$ cat src/common/mcu_interrupt_control_pkg.sv
package mcu_interrupt_control_pkg;

    // Register indices and their APB byte addresses (index times four)
    localparam logic [7:0] IDX_INT_CTRL_FIRST  = 8'h0B;
    localparam logic [7:0] IDX_INT_CTRL_SECOND = 8'h1E;
    localparam logic [7:0] IDX_REMOTE_CTRL     = 8'h21;
    localparam logic [7:0] IDX_MF_FLAGS        = 8'h29;
    localparam logic [7:0] IDX_CORE_STATE      = 8'h30;
    localparam logic [9:0] ADDR_INT_CTRL_FIRST  = {IDX_INT_CTRL_FIRST, 2'b00};
    localparam logic [9:0] ADDR_INT_CTRL_SECOND = {IDX_INT_CTRL_SECOND, 2'b00};
    localparam logic [9:0] ADDR_REMOTE_CTRL     = {IDX_REMOTE_CTRL, 2'b00};
    localparam logic [9:0] ADDR_MF_FLAGS        = {IDX_MF_FLAGS, 2'b00};
    localparam logic [9:0] ADDR_CORE_STATE      = {IDX_CORE_STATE, 2'b00};

    // Field positions, first control register
    localparam int BIT_GLOBAL_EN   = 0;
    localparam int BIT_EXT0_EN     = 1;
    localparam int BIT_EXT1_EN     = 2;
    localparam int BIT_CNT0_EN     = 3;
    localparam int BIT_EXT0_PEND   = 4;
    localparam int BIT_EXT1_PEND   = 5;
    localparam int BIT_CNT0_PEND   = 6;
    // Field positions, second control register
    localparam int BIT_CNT1_EN     = 0;
    localparam int BIT_SERIAL_EN   = 1;
    localparam int BIT_MF_EN       = 2;
    localparam int BIT_CNT1_PEND   = 4;
    localparam int BIT_SERIAL_PEND = 5;
    localparam int BIT_MF_PEND     = 6;
    // Field positions, remote timer control register
    localparam int BIT_RISE_EN     = 1;
    localparam int BIT_FALL_EN     = 2;
    localparam int BIT_OVF_EN      = 3;
    localparam int BIT_RUN         = 4;
    localparam int BIT_CLK_SRC     = 5;
    localparam int BIT_DIV_LO      = 6;
    localparam int BIT_DIV_HI      = 7;
    // Field positions, multi-function source flags
    localparam int BIT_MF_OVF      = 0;
    localparam int BIT_MF_RTC      = 1;
    localparam int BIT_MF_RISE     = 2;
    localparam int BIT_MF_FALL     = 3;
    localparam int BIT_MF_RTC_EN   = 4;

    // Writable bit masks; other bits read as zero
    localparam logic [7:0] MASK_INT_CTRL  = 8'h7F;
    localparam logic [7:0] MASK_SECOND    = 8'h77;
    localparam logic [7:0] MASK_REMOTE    = 8'hFE;
    localparam logic [7:0] MASK_MF_FLAGS  = 8'h1F;

    // Reset values
    localparam logic [7:0] RST_INT_CTRL_FIRST  = 8'h00;
    localparam logic [7:0] RST_INT_CTRL_SECOND = 8'h00;
    localparam logic [7:0] RST_REMOTE_CTRL     = 8'h00;
    localparam logic [7:0] RST_MF_FLAGS        = 8'h00;

    // Vector locations, highest priority first
    localparam logic [7:0] VEC_EXT0   = 8'h04;
    localparam logic [7:0] VEC_EXT1   = 8'h08;
    localparam logic [7:0] VEC_CNT0   = 8'h0C;
    localparam logic [7:0] VEC_CNT1   = 8'h10;
    localparam logic [7:0] VEC_SERIAL = 8'h14;
    localparam logic [7:0] VEC_MF     = 8'h18;

    // Remote timer prescale: base exponent, extra for source divided by four
    localparam logic [3:0] DIV_BASE_EXP = 4'h5;
    localparam logic [3:0] SRC_DIV4_EXP = 4'h2;

    // Peripheral events, one-cycle pulses on the system clock
    typedef struct packed {
        logic ext0;
        logic ext1;
        logic counter0;
        logic counter1;
        logic serial_done;
        logic rtc_tick;
    } irq_events_t;

    // Acknowledge to the sequencer: push the PC, then branch to vector
    typedef struct packed {
        logic       push_pc;
        logic [7:0] vector;
    } irq_ack_t;

endpackage : mcu_interrupt_control_pkg

$ cat src/hw/mcu_interrupt_control.sv
// The implementer's own choice: the APB interface to the registers.
`timescale 1ns/10ps
module mcu_interrupt_control
(
    // Clock and reset
    input  wire logic                               i_clock,
    input  wire logic                               i_nrst,
    // APB slave
    input  wire logic                               i_psel,
    input  wire logic                               i_penable,
    input  wire logic                               i_pwrite,
    input  wire logic [9:0]                         i_paddr,
    input  wire logic [31:0]                        i_pwdata,
    input  wire logic [3:0]                         i_pstrb,
    output logic      [31:0]                        o_prdata,
    output logic                                    o_pready,
    output logic                                    o_pslverr,
    // Peripheral events and remote control pin
    input  wire mcu_interrupt_control_pkg::irq_events_t i_events,
    input  wire logic                               i_remote_pin,
    // CPU sequencer
    input  wire logic                               i_instr_boundary,
    input  wire logic                               i_stack_full,
    input  wire logic                               i_return_from_interrupt,
    output mcu_interrupt_control_pkg::irq_ack_t     o_ack,
    output logic                                    o_wake
);

    // Interrupt control registers
    logic [7:0] ctrl_first_r;                 // Global/source enables, pending flags
    logic [7:0] ctrl_second_r;                // Second enables and pending flags
    logic [7:0] remote_ctrl_r;                // Remote timer control
    logic [7:0] mf_flags_r;                   // Multi-function sub-source flags
    logic [7:0] last_vector_r;                // Last vector taken
    // Remote timer
    logic [10:0] presc_r;                     // Source prescaler
    logic [7:0]  remote_cnt_r;                // Remote timer counter
    logic        remote_ovf;                  // Counter wraps this cycle
    logic        presc_tick;                  // Prescaler terminal count
    logic [3:0]  div_exp;                     // Total prescale exponent
    logic [10:0] presc_mask;                  // Low bits that must be all ones
    // Remote pin synchroniser and edge detect
    logic        pin_meta_r;                  // First stage, read only by second
    logic        pin_sync_r;                  // Second stage
    logic        pin_prev_r;                  // Delayed copy for edges
    logic        remote_rise;                 // Rising edge seen
    logic        remote_fall;                 // Falling edge seen
    // Multi-function request generation
    logic        mf_event;                    // An enabled sub-source fired
    // Bus decode
    logic        bus_setup;                   // Setup phase of a transfer
    logic        bus_write;                   // Write completes this edge
    logic        wr_first;                    // Write hits first register
    logic        wr_second;                   // Write hits second register
    logic        wr_remote;                   // Write hits remote control
    logic        wr_mf;                       // Write hits sub-source flags
    logic        addr_hit;                    // Address is mapped
    logic [7:0]  wbyte;                       // Low write byte
    logic [7:0]  rd_mux;                      // Read data selection
    // Arbitration
    logic [5:0]  req_vec;                     // Enabled pending, priority order
    logic        take;                        // Acknowledge this edge
    logic [7:0]  take_vector;                 // Vector of the winner
    logic [5:0]  take_onehot;                 // Winner as one-hot

    // Bus phase and decode
    assign bus_setup = i_psel && !i_penable;
    assign bus_write = i_psel && i_penable && o_pready && i_pwrite && i_pstrb[0];
    assign wbyte     = i_pwdata[7:0];
    assign wr_first  = bus_write && (i_paddr == mcu_interrupt_control_pkg::ADDR_INT_CTRL_FIRST);
    assign wr_second = bus_write && (i_paddr == mcu_interrupt_control_pkg::ADDR_INT_CTRL_SECOND);
    assign wr_remote = bus_write && (i_paddr == mcu_interrupt_control_pkg::ADDR_REMOTE_CTRL);
    assign wr_mf     = bus_write && (i_paddr == mcu_interrupt_control_pkg::ADDR_MF_FLAGS);

    // Read mux and address check
    always_comb
    begin
        addr_hit = 1'b1;
        unique case (i_paddr)
            mcu_interrupt_control_pkg::ADDR_INT_CTRL_FIRST:
                rd_mux = ctrl_first_r;
            mcu_interrupt_control_pkg::ADDR_INT_CTRL_SECOND:
                rd_mux = ctrl_second_r;
            mcu_interrupt_control_pkg::ADDR_REMOTE_CTRL:
                rd_mux = remote_ctrl_r;
            mcu_interrupt_control_pkg::ADDR_MF_FLAGS:
                rd_mux = mf_flags_r;
            mcu_interrupt_control_pkg::ADDR_CORE_STATE:
                rd_mux = last_vector_r;
            default:
            begin
                // Unmapped address answers zero with error
                rd_mux   = 8'h00;
                addr_hit = 1'b0;
            end
        endcase
    end

    // APB answer: ready one cycle after setup, data and error with it
    always_ff @(posedge i_clock)
    begin
        if (!i_nrst)
        begin
            o_pready  <= 1'b0;
            o_prdata  <= 32'h0000_0000;
            o_pslverr <= 1'b0;
        end
        else if (bus_setup)
        begin
            o_pready  <= 1'b1;
            o_prdata  <= {24'h00_0000, rd_mux};
            o_pslverr <= !addr_hit;
        end
        else
        begin
            o_pready  <= 1'b0;
            o_pslverr <= 1'b0;
        end
    end

    // Remote pin: two flip-flops, then edge detect on the second
    always_ff @(posedge i_clock)
    begin
        if (!i_nrst)
        begin
            pin_meta_r <= 1'b0;
            pin_sync_r <= 1'b0;
            pin_prev_r <= 1'b0;
        end
        else
        begin
            pin_meta_r <= i_remote_pin;
            pin_sync_r <= pin_meta_r;
            pin_prev_r <= pin_sync_r;
        end
    end

    assign remote_rise = pin_sync_r && !pin_prev_r;
    assign remote_fall = !pin_sync_r && pin_prev_r;

    // Prescale exponent from source and divider code
    always_comb
    begin
        div_exp = mcu_interrupt_control_pkg::DIV_BASE_EXP
                + {2'b00, remote_ctrl_r[mcu_interrupt_control_pkg::BIT_DIV_HI],
                          remote_ctrl_r[mcu_interrupt_control_pkg::BIT_DIV_LO]};
        if (!remote_ctrl_r[mcu_interrupt_control_pkg::BIT_CLK_SRC])
        begin
            div_exp = div_exp + mcu_interrupt_control_pkg::SRC_DIV4_EXP;
        end
        presc_mask = 11'((12'h001 << div_exp) - 12'h001);
    end

    assign presc_tick = ((presc_r & presc_mask) == presc_mask);
    assign remote_ovf = presc_tick && (remote_cnt_r == 8'hFF)
                     && remote_ctrl_r[mcu_interrupt_control_pkg::BIT_RUN];

    // Remote timer counting
    always_ff @(posedge i_clock)
    begin
        if (!i_nrst)
        begin
            presc_r      <= 11'h000;
            remote_cnt_r <= 8'h00;
        end
        else if (!remote_ctrl_r[mcu_interrupt_control_pkg::BIT_RUN])
        begin
            presc_r      <= 11'h000;
            remote_cnt_r <= 8'h00;
        end
        else
        begin
            presc_r <= presc_r + 11'h001;
            if (presc_tick)
            begin
                remote_cnt_r <= remote_cnt_r + 8'h01;
            end
        end
    end

    // Remote timer control register
    always_ff @(posedge i_clock)
    begin
        if (!i_nrst)
        begin
            remote_ctrl_r <= mcu_interrupt_control_pkg::RST_REMOTE_CTRL;
        end
        else if (wr_remote)
        begin
            remote_ctrl_r <= wbyte & mcu_interrupt_control_pkg::MASK_REMOTE;
        end
    end

    // Multi-function sub-source flags
    always_ff @(posedge i_clock)
    begin
        if (!i_nrst)
        begin
            mf_flags_r <= mcu_interrupt_control_pkg::RST_MF_FLAGS;
        end
        else
        begin
            mf_flags_r <= (wr_mf ? (wbyte & mcu_interrupt_control_pkg::MASK_MF_FLAGS)
                                 : mf_flags_r)
                        | {4'h0, remote_fall, remote_rise, i_events.rtc_tick, remote_ovf};
        end
    end

    // Enabled sub-source raises the multi-function request
    always_comb
    begin
        // remote and rtc feed the multi-function source
        mf_event = (remote_ovf && remote_ctrl_r[mcu_interrupt_control_pkg::BIT_OVF_EN])
                || (remote_rise && remote_ctrl_r[mcu_interrupt_control_pkg::BIT_RISE_EN])
                || (remote_fall && remote_ctrl_r[mcu_interrupt_control_pkg::BIT_FALL_EN])
                || (i_events.rtc_tick && mf_flags_r[mcu_interrupt_control_pkg::BIT_MF_RTC_EN]);
    end

    // Enabled pending requests in priority order, bit 0 highest
    always_comb
    begin
        req_vec[2:0] = ctrl_first_r[mcu_interrupt_control_pkg::BIT_CNT0_PEND:
                                    mcu_interrupt_control_pkg::BIT_EXT0_PEND]
                     & ctrl_first_r[mcu_interrupt_control_pkg::BIT_CNT0_EN:
                                    mcu_interrupt_control_pkg::BIT_EXT0_EN];
        req_vec[5:3] = ctrl_second_r[mcu_interrupt_control_pkg::BIT_MF_PEND:
                                     mcu_interrupt_control_pkg::BIT_CNT1_PEND]
                     & ctrl_second_r[mcu_interrupt_control_pkg::BIT_MF_EN:
                                     mcu_interrupt_control_pkg::BIT_CNT1_EN];
    end

    // Fixed priority pick and acknowledge condition
    always_comb
    begin
        take_onehot = 6'h00;
        take_vector = 8'h00;
        // scan lowest priority first, so the highest one is kept
        for (int i = 5; i >= 0; i--)
        begin
            if (req_vec[i])
            begin
                take_onehot = 6'h01 << i;
                take_vector = mcu_interrupt_control_pkg::VEC_EXT0 + 8'(4 * i);
            end
        end
        // global gate, stack full blocks, flags only
        take = (|req_vec) && i_instr_boundary && !i_stack_full
            && ctrl_first_r[mcu_interrupt_control_pkg::BIT_GLOBAL_EN]
            && !o_ack.push_pc;
    end

    // First control register: enables, global gate and pending flags
    always_ff @(posedge i_clock)
    begin
        if (!i_nrst)
        begin
            ctrl_first_r <= mcu_interrupt_control_pkg::RST_INT_CTRL_FIRST;
        end
        else
        begin
            ctrl_first_r <= (wr_first ? (wbyte & mcu_interrupt_control_pkg::MASK_INT_CTRL)
                                      : ctrl_first_r);
            if (take)
            begin
                ctrl_first_r[mcu_interrupt_control_pkg::BIT_GLOBAL_EN] <= 1'b0;
            end
            else if (i_return_from_interrupt)
            begin
                ctrl_first_r[mcu_interrupt_control_pkg::BIT_GLOBAL_EN] <= 1'b1;
            end
            if (take && take_onehot[0])
            begin
                ctrl_first_r[mcu_interrupt_control_pkg::BIT_EXT0_PEND] <= 1'b0;
            end
            if (take && take_onehot[1])
            begin
                ctrl_first_r[mcu_interrupt_control_pkg::BIT_EXT1_PEND] <= 1'b0;
            end
            if (take && take_onehot[2])
            begin
                ctrl_first_r[mcu_interrupt_control_pkg::BIT_CNT0_PEND] <= 1'b0;
            end
            // a new event always sets its flag
            if (i_events.ext0)
            begin
                ctrl_first_r[mcu_interrupt_control_pkg::BIT_EXT0_PEND] <= 1'b1;
            end
            if (i_events.ext1)
            begin
                ctrl_first_r[mcu_interrupt_control_pkg::BIT_EXT1_PEND] <= 1'b1;
            end
            if (i_events.counter0)
            begin
                ctrl_first_r[mcu_interrupt_control_pkg::BIT_CNT0_PEND] <= 1'b1;
            end
        end
    end

    // Second control register: enables and pending flags
    always_ff @(posedge i_clock)
    begin
        if (!i_nrst)
        begin
            ctrl_second_r <= mcu_interrupt_control_pkg::RST_INT_CTRL_SECOND;
        end
        else
        begin
            // software view, bits 3 and 7 zero
            ctrl_second_r <= (wr_second ? (wbyte & mcu_interrupt_control_pkg::MASK_SECOND)
                                        : ctrl_second_r);
            if (take && take_onehot[3])
            begin
                ctrl_second_r[mcu_interrupt_control_pkg::BIT_CNT1_PEND] <= 1'b0;
            end
            if (take && take_onehot[4])
            begin
                ctrl_second_r[mcu_interrupt_control_pkg::BIT_SERIAL_PEND] <= 1'b0;
            end
            if (take && take_onehot[5])
            begin
                ctrl_second_r[mcu_interrupt_control_pkg::BIT_MF_PEND] <= 1'b0;
            end
            // a new event always sets its flag
            if (i_events.counter1)
            begin
                ctrl_second_r[mcu_interrupt_control_pkg::BIT_CNT1_PEND] <= 1'b1;
            end
            if (i_events.serial_done)
            begin
                ctrl_second_r[mcu_interrupt_control_pkg::BIT_SERIAL_PEND] <= 1'b1;
            end
            if (mf_event)
            begin
                ctrl_second_r[mcu_interrupt_control_pkg::BIT_MF_PEND] <= 1'b1;
            end
        end
    end

    // Acknowledge pulse to the sequencer
    always_ff @(posedge i_clock)
    begin
        if (!i_nrst)
        begin
            o_ack         <= '0;
            last_vector_r <= 8'h00;
        end
        // push PC only, status not saved
        else if (take)
        begin
            o_ack.push_pc <= 1'b1;
            o_ack.vector  <= take_vector;
            last_vector_r <= take_vector;
        end
        else
        begin
            o_ack.push_pc <= 1'b0;
        end
    end

    // Wake request from any pending flag
    always_ff @(posedge i_clock)
    begin
        if (!i_nrst)
        begin
            o_wake <= 1'b0;
        end
        else
        begin
            o_wake <= (|ctrl_first_r[mcu_interrupt_control_pkg::BIT_CNT0_PEND:
                                      mcu_interrupt_control_pkg::BIT_EXT0_PEND])
                   || (|ctrl_second_r[mcu_interrupt_control_pkg::BIT_MF_PEND:
                                      mcu_interrupt_control_pkg::BIT_CNT1_PEND]);
        end
    end

endmodule : mcu_interrupt_control

$ cat config.mk
export PLATFORM = sky130hd
export DESIGN_NAME = mcu_interrupt_control
export DESIGN_NICKNAME = d
export VERILOG_FILES = /design/src/common/mcu_interrupt_control_pkg.sv /design/src/hw/mcu_interrupt_control.sv
export SDC_FILE = /design/constraint.sdc
export NUM_CORES = 1
export LEC_CHECK = 0
export BUFFER_PORTS_ARGS = -buffer_cell sky130_fd_sc_hd__buf_4
export CAP_MARGIN = 0
export CORE_ASPECT_RATIO = 0.8
export CORE_UTILIZATION = 35
export DETAILED_ROUTE_END_ITERATION = 10
export GPL_ROUTABILITY_DRIVEN = 0
export GPL_TIMING_DRIVEN = 0
export SLEW_MARGIN = 5
export SYNTH_ARGS = -nofsm -noshare
export SYNTH_HDL_FRONTEND = slang
export SYNTH_SLANG_ARGS = --single-unit
export TNS_END_PERCENT = 5
$ cat constraint.sdc
create_clock -name i_clock -period 4.1 [get_ports i_clock]
set_input_delay 1.23 -clock i_clock [delete_from_list [all_inputs] [get_ports i_clock]]
set_output_delay 1.23 -clock i_clock [all_outputs]
set_load 0.02 [all_outputs]
## After elaboration in Yosys (flattened, before gate mapping)

Cells that the tools add are included.

- Bits of input ports: 61
- Output and inout port bits: 44
- Bits in registers: 70
- Logic and storage cells: 124

- Bitwise operators: 5
- Add/sub/neg operators: 5
- Reductions and logical operators: 51
- Equal/unequal tests: 7
- Multiplexer cells: 33
- Shift operators: 1

Operators with widths:

| operator | number |
|---|---|
| 8-bit 2-to-1 mux | 6 |
| 8-bit case mux with 5 select lines | 1 |
| 6-bit 2-to-1 mux | 6 |
| 10-bit by 8-bit equality test with 1-bit output (second input constant) | 3 |
| 1-bit logical AND | 27 |
| 3-bit nonzero test | 6 |
| 1-bit 2-to-1 mux | 16 |
| 7-bit 2-to-1 mux | 2 |
| 11-bit by 1-bit adder with 11-bit output (second input constant) | 1 |
| 11-bit bitwise AND | 1 |
| 11-bit equality test | 1 |
| 1-bit by 4-bit << shifter with 11-bit output (first input constant) | 1 |
| 11-bit by 1-bit subtractor with 11-bit output (second input constant) | 1 |
| 10-bit by 6-bit equality test with 1-bit output (second input constant) | 1 |
| 10-bit by 7-bit equality test with 1-bit output (second input constant) | 1 |
| 8-bit by 1-bit adder with 8-bit output (second input constant) | 1 |
| 8-bit equality test (second input constant) | 1 |
| 8-bit by 4-bit bitwise OR with 8-bit output | 1 |
| 3-bit bitwise AND | 2 |
| 1-bit zero test | 6 |
| 3-bit OR reduction | 2 |
| 6-bit OR reduction | 1 |
| 5-bit 2-to-1 mux | 1 |
| 5-bit OR reduction | 1 |
| 8 further kinds | 12 |

## Logic depth before layout (Yosys ltp)

Gate-level depths: netlist of run 1.

- Depth in word-level cells: 14
- Gate-level depth with buffers: 14
- Mapped depth without buffers: 11

## Worst setup path after synthesis of run 1

No wires, ideal clock.

- Path type: register -> register
- From: register remote_ctrl_r[6]
- To: register ctrl_second_r[6]
- Setup time: 0.096 ns
- Clock period less this slack: 3.146 ns
- Stages on the path, launching flop included: 14
- Data required time: 4.004 ns
- Setup slack: 0.954 ns
- Data arrival time: 3.050 ns
- Path buffers: 3
- Path through: dfxtp_1 -> buf_2 -> inv_1 -> ha_1 -> buf_2 -> xor2_1 -> o21ai_1 -> ha_1 -> o21ai_0 -> a2111oi_2 -> nand4_2 -> buf_6 -> or2_4 -> o41ai_2

- Cells in the longest elaborated chain, start to end: 14
- Elaborated cells between the ends (all ways): 15
- Those cells by class: add/sub (3); eq/ne (1); shift (1); mux (2); bitwise (1); reduce/logical (7)

RTL lines:

| element | line | source |
|---|---|---|
| start, declared | mcu_interrupt_control.sv:32 | `logic [7:0] remote_ctrl_r;` |
| start signal, assigned | mcu_interrupt_control.sv:186 | `remote_ctrl_r <= mcu_interrupt_control_pkg::RST_REMOTE_CTRL;` |
| start signal, assigned | mcu_interrupt_control.sv:190 | `remote_ctrl_r <= wbyte & mcu_interrupt_control_pkg::MASK_REMOTE;` |
| 3-bit by 2-bit adder with 4-bit output * | mcu_interrupt_control.sv:145 | `+ {2'b00, remote_ctrl_r[mcu_interrupt_control_pkg::BIT_DIV_HI],` |
| 4-bit by 2-bit adder with 4-bit output | mcu_interrupt_control.sv:149 | `div_exp = div_exp + mcu_interrupt_control_pkg::SRC_DIV4_EXP;` |
| 4-bit 2-to-1 mux * | mcu_interrupt_control.sv:147 | `if (!remote_ctrl_r[mcu_interrupt_control_pkg::BIT_CLK_SRC])` |
| 1-bit by 4-bit << shifter with 11-bit output * | mcu_interrupt_control.sv:151 | `presc_mask = 11'((12'h001 << div_exp) - 12'h001);` |
| 11-bit by 1-bit subtractor with 11-bit output * | mcu_interrupt_control.sv:151 |  |
| 11-bit bitwise AND | mcu_interrupt_control.sv:154 | `assign presc_tick = ((presc_r & presc_mask) == presc_mask);` |
| 11-bit equality test * | mcu_interrupt_control.sv:154 |  |
| 1-bit logical AND * | mcu_interrupt_control.sv:155 | `assign remote_ovf = presc_tick && (remote_cnt_r == 8'hFF)` |
| 1-bit logical AND * | mcu_interrupt_control.sv:156 | `&& remote_ctrl_r[mcu_interrupt_control_pkg::BIT_RUN];` |
| 1-bit logical AND * | mcu_interrupt_control.sv:213 | `mf_event = (remote_ovf && remote_ctrl_r[mcu_interrupt_control_pkg::BIT_OVF_EN])` |
| 1-bit logical OR * | mcu_interrupt_control.sv:214 | `\|\| (remote_rise && remote_ctrl_r[mcu_interrupt_control_pkg::BIT_RISE_EN])` |
| 1-bit logical OR * | mcu_interrupt_control.sv:215 | `\|\| (remote_fall && remote_ctrl_r[mcu_interrupt_control_pkg::BIT_FALL_EN])` |
| 1-bit logical OR * | mcu_interrupt_control.sv:216 | `\|\| (i_events.rtc_tick && mf_flags_r[mcu_interrupt_control_pkg::BIT_MF_RTC_EN]);` |
| 3-bit nonzero test (no source line) or 1-bit 2-to-1 mux (tied branches) | - |  |
| end signal, assigned | mcu_interrupt_control.sv:304 | `ctrl_second_r <= mcu_interrupt_control_pkg::RST_INT_CTRL_SECOND;` |
| end signal, assigned | mcu_interrupt_control.sv:309 | `ctrl_second_r <= (wr_second ? (wbyte & mcu_interrupt_control_pkg::MASK_SECOND)` |
| end, declared | mcu_interrupt_control.sv:31 | `logic [7:0] ctrl_second_r;` |

Mark *: on every way between the ends. The rest lies on a longest branch, timed or not.
A chain may end at the register's enable or synchronous reset.

## Final worst setup path of run 1

- From: register remote_ctrl_r[6]
- To: register remote_cnt_r[1]

- Cells in the longest elaborated chain, start to end: 7

RTL lines:

| element | line | source |
|---|---|---|
| 3-bit by 2-bit adder with 4-bit output * | mcu_interrupt_control.sv:145 |  |
| 4-bit by 2-bit adder with 4-bit output | mcu_interrupt_control.sv:149 |  |
| 4-bit 2-to-1 mux * | mcu_interrupt_control.sv:147 |  |
| 1-bit by 4-bit << shifter with 11-bit output * | mcu_interrupt_control.sv:151 |  |
| 11-bit by 1-bit subtractor with 11-bit output * | mcu_interrupt_control.sv:151 |  |
| 11-bit bitwise AND | mcu_interrupt_control.sv:154 |  |
| 11-bit equality test * | mcu_interrupt_control.sv:154 |  |
| end signal, assigned | mcu_interrupt_control.sv:176 | `remote_cnt_r <= remote_cnt_r + 8'h01;` |
| end, declared | mcu_interrupt_control.sv:37 | `logic [7:0] remote_cnt_r;` |

Marked as above.

==> flow_summary.ini, run 1 <==
[synth]
ys.flop_type = dfxtp_1
ys_types = 61
synth_seq_cells = 62
yosysSeqAreaShare_pct = 35.7
synthTopCellsByArea = dfxtp_1, buf_4, mux2i_1
synthCells = 415
ys_warn_count = 0
avgSynthCellArea_sq_um = 8.38
synth-edff-count = 0
yosysTopAreaCellShare_pct = 35.7
async_reset_ff_share_pct = 0
yosysTopAreaCell = dfxtp_1
synthesis.area_sq_um = 3480

[placed_design]
post-place-ws_ns = 0.333
port_buffers = 48
hpwl_um = 6620

[timing]
timing.final.crit_share_pct = 92.1
max_freq_ghz = 0.265
setup_viol = 0
layout_setup_ws_ns = 0.324
tightestPinTransition_ns = 0.665
hold_viol = 0
fin_setup_tns_ns = 0
fin_worst_skew_ns = 0.00792
period_minus_slack_ns = 3.78
whs_ns = 0.441
slew_viol_final = 0
rsz0062_at_grt = false
slew_headroom_pct = 55.6

[setup_path]
r2r_cells = 13
r2r_start = remote_ctrl_r[6]
crit_path_end_kind = flip-flop
worstPathArrival_ns = 3.98
crit_start = remote_ctrl_r[6]
endpoint = remote_cnt_r[1]
crit_path_start_kind = flip-flop
path_max_fanout = 10
cp.required_ns = 4.30
critical_path_class = reg2reg
rr_endpoint = remote_cnt_r[1]
regToRegSetupSlack_ns = 0.32

[route]
vias = 3196
drt-initial-drc-count = 189
wl_per_cell_um = 13.6
ant_nets = 0
drcViolationCount = 1
viasPerCell = 4.99
first_pass_iters = 8
drt-total-wl_um = 8720

[floorplan]
start_util_pct = 36.0
ios = 105
rows = 32
coreArea_sq_um = 9650
die_h_um = 91.1
die_w_um = 113
dieArea_sq_um = 10300

[cts]
clockBufferDepth = 2
cts.clk_slew.worst_paths_ns = 0.05
clockRootBuffer = clkbuf_16
ctsHoldBuffers = 0
clock-sinks = 62
cts_repair_resize_count = 0
cts_setup_buffers = 0
cts_tree = built
clk_latency_ns = 0.32
h-tree-depth = 3
cts-buffers-inserted = 9

[worst_hold_path]
hold_class = reg2reg
whs_path_depth = 1

[grt]
grt_max_degree = 11
grt.total_usage_pct = 17.7
grt_pass1_wl_um = 14400
antenna_found_initial = 0
overflow = 0
first_global_vias = 2947

[finish]
drive_gt1_share_pct = 21.4
diodes = 0
area_delta_synth_final_pct = 25.6
nets = 570

[status]
violations = DRC
outcome = complete, but fails checks

[power]
vdd_drop_max_mv = 0.145
power_density_nw_per_um2 = 324
p_leak_nw = 1.76

[flow_run]
maxCapViolCount = 0
## through the flow
stage          utilization, %  area, sq um  cells  total power (W)
3_3_place_gp             42.6         4110    627         0.000768
5_1_grt                  45.3         4370    641          0.00147
2_1_floorplan               -         3580    443         0.000719
3_5_place_dp             42.6         4110    627         0.000769
6_report                 45.3         4370    641          0.00142
4_1_cts                  45.3         4370    641          0.00143
## layer usage
metal  track usage, %  vias to the layer above  wire length [um]
met5                0                        -                 0
met4             3.62                        0                55
met1             24.7                     1469              4300
met3             4.87                        4               661
met2             27.0                      110              3710
li1                 -                     1613                 -
## critical path, cell delays in order, from the launching register on
cell and delay [ns]:
dfxtp_1 0.39, buf_2 0.25, inv_1 0.14, ha_1 0.30, buf_2 0.21, xor2_1 0.39, o21ai_1 0.19, ha_1 0.29
a31oi_1 0.14, a21boi_0 0.10, o32ai_1 0.57, clkbuf_1 0.38, or2_4 0.22, o21ai_0 0.09
## how the worst min path moves through the flow
stage / from / end / slack [ns]
floorplan: pin_meta_r / pin_sync_r / 0.41
global placement: pin_meta_r / pin_sync_r / 0.43
detailed placement: pin_meta_r / pin_sync_r / 0.43
CTS: pin_meta_r / pin_sync_r / 0.45
global route: pin_meta_r / pin_sync_r / 0.46
finish: pin_meta_r / pin_sync_r / 0.44
## synth_stat cells, drive strengths merged, types with 9 or more instances
cell / count
nor2b: 9
nor2: 40
inv: 11
clkbuf: 16
o21ai: 19
mux2i: 21
dfxtp: 62
buf: 35
nand2b: 9
and2: 10
nand3: 15
nand2: 33
a21oi: 28
## area by class of cell
| cell class | instances | area (sq um) |
|---|---|---|
| plain buffers | 51 | 320 |
| clock buffers | 10 | 229 |
| clock inverters | 4 | 26.3 |
| fillers | 958 | 5280 |
| inverters | 11 | 41.3 |
| multi-input cells | 319 | 1980 |
| flip-flops and latches | 62 | 1240 |
| well taps | 136 | 170 |
| repair buffers | 48 | 360 |
## sequential cells by signal (all words and copies together) (netlist names), 3 cells and up
name / flops
mf_flags_r: 5
ctrl_first_r: 7
remote_cnt_r: 8
last_vector_r: 3
remote_ctrl_r: 7
o_prdata: 8
presc_r: 11
ctrl_second_r: 6
## where the power goes
group          internal (W)  leakage [nW]  switching [W]
logic             0.0000619          1.13      0.0000705
registers          0.000616         0.504     0.00000964
clock network      0.000400         0.124       0.000258
total               0.00108          1.76       0.000338
## layout by cell type, fill, tap and decap left out, drive strengths merged, types with 10 or more instances in the layout
master  count
o21ai      19
inv        11
a21oi      28
dfxtp      62
clkbuf     26
nand3      15
nand2      33
nor2       40
and2       10
mux2i      21
conb       30
buf        83
## cells by family after synthesis
| logic type | Yosys count | synth area share, % |
|---|---|---|
| and+or+nand+nor | 153 | 23.1 |
| adders and majority gates | 7 | 2.52 |
| DFF | 62 | 35.7 |
| muxes | 24 | 7.02 |
| other | 2 | 0.216 |
| xor gates and xnor gates | 7 | 1.76 |
| AOI/OAI and AO/OA | 98 | 19.2 |
| buffers and inverters | 62 | 10.4 |
No activity file was read; power rests on OpenSTA's default activity.
==> inputs of run 2 (changes only) <==
--- a/config.mk
+++ b/config.mk
@@ -9,6 +9,7 @@
 export CAP_MARGIN = 0
 export CORE_ASPECT_RATIO = 0.8
 export CORE_UTILIZATION = 35
+export CTS_CLUSTER_DIAMETER = 120
 export DETAILED_ROUTE_END_ITERATION = 10
 export GPL_ROUTABILITY_DRIVEN = 0
 export GPL_TIMING_DRIVEN = 0
==> constraint.sdc (replaced) <==
create_clock -name i_clock -period 3.3 [get_ports i_clock]
set_input_delay 0.99 -clock i_clock [delete_from_list [all_inputs] [get_ports i_clock]]
set_output_delay 0.99 -clock i_clock [all_outputs]
set_load 0.02 [all_outputs]
==> run 2 against run 1 <==
The run still ends with DRC left. Die area stayed put. Sequential power is 24% higher. Worst setup slack worse by 0.17 ns. First-iteration DRC count is 12% lower. Critical endpoint is now remote_cnt_r[6]. Clock skew is 0.00086 ns lower. Combinational power is 27% higher. Highest routed layer unchanged. Utilization is 1.6 points higher. Clock-buffer cell count stayed put. Flip-flop and latch count stayed put.
==> flow_summary.ini, run 2 (synthesis results as in run 1) <==
[setup_path]
cp.required_ns = 3.55
crit_path_start_kind = flip-flop
path_max_fanout = 10
crit_path_end_kind = flip-flop
r2r_cells = 13
regToRegSetupSlack_ns = 0.15
rr_endpoint = remote_cnt_r[6]
crit_start = remote_ctrl_r[6]
r2r_start = remote_ctrl_r[6]
worstPathArrival_ns = 3.39
critical_path_class = reg2reg

[timing]
tightestPinTransition_ns = 0.592
fin_worst_skew_ns = 0.00705
fin_setup_tns_ns = 0
slew_viol_final = 0
slew_headroom_pct = 60.5
max_freq_ghz = 0.318
setup_viol = 0
layout_setup_ws_ns = 0.154
timing.final.crit_share_pct = 95.3
period_minus_slack_ns = 3.15
hold_viol = 0

[flow_run]
maxCapViolCount = 0

[floorplan]
rows = 32
ios = 105
die_h_um = 91.1
dieArea_sq_um = 10300
start_util_pct = 36.0
die_w_um = 113
coreArea_sq_um = 9650

[cts]
clockBufferDepth = 2
cts-buffers-inserted = 9
clockRootBuffer = clkbuf_16
cts.clk_slew.worst_paths_ns = 0.05
clk_latency_ns = 0.32
ctsHoldBuffers = 0
h-tree-depth = 3
cts_tree = built
clock-sinks = 62

[power]
p_leak_nw = 1.82
p_sw_w = 0.000425
comb_power_share_pct = 9.5
p_int_w = 0.00134
swShare_pct = 24.1
p_clk_share_pct = 46.5
p_seq_share_pct = 44.0
vdd_drop_max_mv = 0.177
power_w = 0.00176
power_density_nw_per_um2 = 391

[worst_hold_path]
hp-start = pin_meta_r
hold_class = reg2reg
whs_path_depth = 1
min_delay_worst_endpoint = pin_sync_r

[route]
wl_per_cell_um = 13.8
first_pass_iters = 7
drt-total-wl_um = 8930
vias = 3196
ant_nets = 0
viasPerCell = 4.92
drcViolationCount = 1
drt-initial-drc-count = 167

[placed_design]
hpwl_um = 6620
placed_area_sq_um = 4110
port_buffers = 48
post-place-ws_ns = -0.467
dp.cells = 627

[finish]
diodes = 0
area_delta_synth_final_pct = 30.0
largest_reg_flops = 11
final_cell_mix = buf_4, dfxtp_1, nor2_1, nand2_1, conb_1
largestRegisters = presc_r: 11 flops, o_prdata: 8 flops, remote_cnt_r: 8 flops
nets = 578
drive_gt1_share_pct = 24.6
fin_area_sq_um = 4520
fin_cells = 649
layout_commonest_cell = buf_4
top_register = presc_r

[grt]
first_global_vias = 2973
grt_max_degree = 11
overflow = 0
grt_pass1_wl_um = 14500
antenna_found_initial = 0
grt.total_usage_pct = 17.7

[status]
outcome = complete, but fails checks
violations = DRC
run 2: power groups by stage:
stage               Combinational, W  Sequential, W  Clock, W
floorplan                  0.0000955       0.000797         0
global placement            0.000162       0.000792         0
detailed placement          0.000163       0.000792         0
CTS                         0.000165       0.000777  0.000836
global route                0.000182       0.000777  0.000870
finish                      0.000168       0.000776  0.000821
run 2: worst max-delay path by stage:
stage	end	depth (start not counted)	slack (ns)
2_1_floorplan	ctrl_second_r[6]	13	0.15
3_3_place_gp	remote_cnt_r[1]	13	-0.40
3_5_place_dp	ctrl_second_r[6]	13	-0.47
4_1_cts	remote_cnt_r[6]	14	0.02
5_1_grt	remote_cnt_r[6]	13	-0.03
6_report	remote_cnt_r[6]	13	0.15
run 2: timing repair:
action                     in CTS  in global routing
setup endpoints to repair      10                 10
gates resized for setup        10                 10
pin swaps                       4                  6
setup buffers                   4                  4
hold endpoints to repair        0                  0
run 2: critical path, stage by stage (launching register included):
cell	delay (ns)
dfxtp_4	0.38
buf_8	0.12
inv_2	0.06
ha_1	0.30
buf_6	0.16
xor2_4	0.18
o21ai_2	0.11
ha_4	0.28
o21ai_0	0.09
a2111oi_2	0.38
nand4_2	0.21
buf_6	0.18
or4_1	0.47
a21oi_1	0.14
run 2: area by class of cell:
cell class / instances / area, sq um
Fill cell: 941 / 5130
Multi-Input combinational cell: 319 / 2040
Sequential cell: 62 / 1240
Timing Repair Buffer: 56 / 428
Buffer: 51 / 337
Clock buffer: 10 / 229
Tap cell: 136 / 170
Inverter: 11 / 41.3
Clock inverter: 4 / 26.3
run 2: stage by stage:
step / hold WS, ns / util [%]
after floorplan: 0.412 / -
after global placement: 0.427 / 42.6
after detailed placement: 0.431 / 42.6
after CTS: 0.447 / 46.1
after global routing: 0.459 / 46.8
final: 0.441 / 46.8
run 2: per-layer routing:
layer / GRT usage, % / wire length, um / up-vias
li1: - / - / 1629
met1: 24.6 / 4500 / 1472
met2: 27.4 / 3820 / 89
met3: 4.87 / 535 / 6
met4: 3.62 / 76 / 0
met5: 0 / 0 / -
==> inputs of run 3 (changes only) <==
--- a/config.mk
+++ b/config.mk
@@ -13,6 +13,7 @@
 export DETAILED_ROUTE_END_ITERATION = 10
 export GPL_ROUTABILITY_DRIVEN = 0
 export GPL_TIMING_DRIVEN = 0
+export PLACE_DENSITY = 0.67
 export SLEW_MARGIN = 5
 export SYNTH_ARGS = -nofsm -noshare
 export SYNTH_HDL_FRONTEND = slang
==> run 3 against run 2 <==
Register-to-register slack worse by 0.07 ns. Critical path type unchanged. Worst setup slack worse by 0.070 ns. First-iteration DRC count is 11% higher. The flow now finishes without violations.
==> flow_summary.ini, run 3 (synthesis results as in run 1) <==
[status]
outcome = complete, no violations

[finish]
drive_gt1_share_pct = 24.9
fin_area_sq_um = 4540
area_delta_synth_final_pct = 30.6
multi_input_area_sq_um = 2040
layout_commonest_cell = buf_4
final_cell_mix = buf_4, dfxtp_1, nor2_1, nand2_1, conb_1
top_register = presc_r
largestRegisters = presc_r: 11 flops, o_prdata: 8 flops, remote_cnt_r: 8 flops
fillers = 905
seq_area_sq_um = 1240
diodes = 0
nets = 578
largest_reg_flops = 11

[setup_path]
cp_cell_sequence = buf_8 > clkinvlp_4 > ha_1 > buf_6 > xor2_4 > o21ai_2 > ha_2 > o21ai_0 > a2111oi_2 > nand4_4 > buf_6 > buf_4 > o31ai_1 > a21oi_1
crit_family = compound AO/OA/AOI/OAI gates
critPathSlowestCell = a2111oi_2
cp.required_ns = 3.49
r2r_cells = 14
crit_cells = 14
path_max_fanout = 10
critical_path_class = reg2reg
crit_path_end_kind = flip-flop
cpPeakStageDelay_ns = 0.46
worstPathArrival_ns = 3.41
cp.buffers_inverters = 5
path_common_cell = buf_6
crit_path_start_kind = flip-flop

[timing]
slew_viol_final = 0
slew_headroom_pct = 65.7
period_minus_slack_ns = 3.22
hold_viol = 0
fin_setup_tns_ns = 0
max_freq_ghz = 0.311
fin_worst_skew_ns = 0.00568
tightestPinTransition_ns = 0.501
timing.final.crit_share_pct = 97.4
setup_viol = 0
rsz0062_at_grt = true

[floorplan]
dieArea_sq_um = 10300
start_util_pct = 36.0
coreArea_sq_um = 9650
die_h_um = 91.1
ios = 105
die_w_um = 113
rows = 32

[power]
p_leak_nw = 1.83
comb_power_share_pct = 9.2
p_int_w = 0.00139
vdd_drop_max_mv = 0.271
p_sw_w = 0.000442
power_density_nw_per_um2 = 403
swShare_pct = 24.1
p_clk_share_pct = 48.4
p_seq_share_pct = 42.4

[route]
ant_nets = 0
viasPerCell = 5.13
drt-total-wl_um = 9300
vias = 3342
first_pass_iters = 6
drt-initial-drc-count = 186
drcViolationCount = 0
wl_per_cell_um = 14.3

[cts]
cts-buffers-inserted = 9
cts_tree = built
clockRootBuffer = clkbuf_16
h-tree-depth = 3
ctsHoldBuffers = 0
clockBufferDepth = 2
clock-sinks = 62
cts.clk_slew.worst_paths_ns = 0.06
clk_latency_ns = 0.33

[worst_hold_path]
hold_class = reg2reg
whs_path_depth = 1

[grt]
first_global_vias = 3133
antenna_found_initial = 0
grt.total_usage_pct = 18.3
grt_max_degree = 12
overflow = 0
grt_pass1_wl_um = 14800

[placed_design]
placed_area_sq_um = 4110
port_buffers = 48
hpwl_um = 6910

[flow_run]
maxCapViolCount = 0
[run 3: timing repair]
item	4_1_cts	5_1_grt
setup endpoints to repair	10	10
setup buffers	3	5
resized for setup	10	8
pin swaps	3	4
[run 3: path summary, 6_finish.rpt]
check        slack (ns)             start               to
max                0.08  remote_ctrl_r[6]  remote_cnt_r[5]
min                0.44        pin_meta_r       pin_sync_r
max reg2reg        0.08  remote_ctrl_r[6]  remote_cnt_r[5]
min reg2reg        0.44        pin_meta_r       pin_sync_r
[run 3: area by class of cell]
type                    instances  share of cell area (%)
inverters                      11                   0.992
clock inverters                 5                   0.744
flip-flops and latches         62                    27.4
plain buffers                  51                    7.41
clock buffers                  11                    5.57
multi-input cells             319                    44.8
repair buffers                 56                    9.26
well taps                     136                    3.75
[run 3: power groups by stage]
stage          clock network, W  registers, W  logic [W]
6_report               0.000886      0.000776   0.000168
5_1_grt                0.000938      0.000777   0.000182
4_1_cts                0.000900      0.000776   0.000166
3_3_place_gp                  0      0.000792   0.000162
2_1_floorplan                 0      0.000797  0.0000955
3_5_place_dp                  0      0.000792   0.000164
[run 3: stage by stage]
stage / utilization [%] / worst slack, ns / hold slack (ns) / total power [W] / std cells
3_3_place_gp: 42.6 / -0.296 / 0.417 / 0.000954 / 627
6_report: 47.0 / 0.0844 / 0.436 / 0.00183 / 651
3_5_place_dp: 42.6 / -0.432 / 0.425 / 0.000957 / 627
5_1_grt: 47.0 / -0.0740 / 0.461 / 0.00190 / 651
2_1_floorplan: - / 0.154 / 0.412 / 0.000893 / 443
4_1_cts: 46.3 / 0.00296 / 0.438 / 0.00184 / 646
[run 3: worst register-to-register path: stages, from the launching register on]
cell and delay, ns:
dfxtp_4 0.36, buf_8 0.11, clkinvlp_4 0.09, ha_1 0.31, buf_6 0.16, xor2_4 0.20, o21ai_2 0.11, ha_2 0.32
o21ai_0 0.11, a2111oi_2 0.46, nand4_4 0.18, buf_6 0.18, buf_4 0.14, o31ai_1 0.23, a21oi_1 0.10
[run 3: layer usage]
| layer | wire length [um] | part of all wire (%) | vias to the layer above | track usage [%] |
|---|---|---|---|---|
| li1 | - | - | 1635 | - |
| met1 | 4240 | 46 | 1530 | 23.8 |
| met2 | 4070 | 44 | 157 | 28.6 |
| met3 | 755 | 8.1 | 20 | 4.14 |
| met4 | 220 | 2.4 | 0 | 8.88 |
| met5 | 0 | 0 | - | 0 |
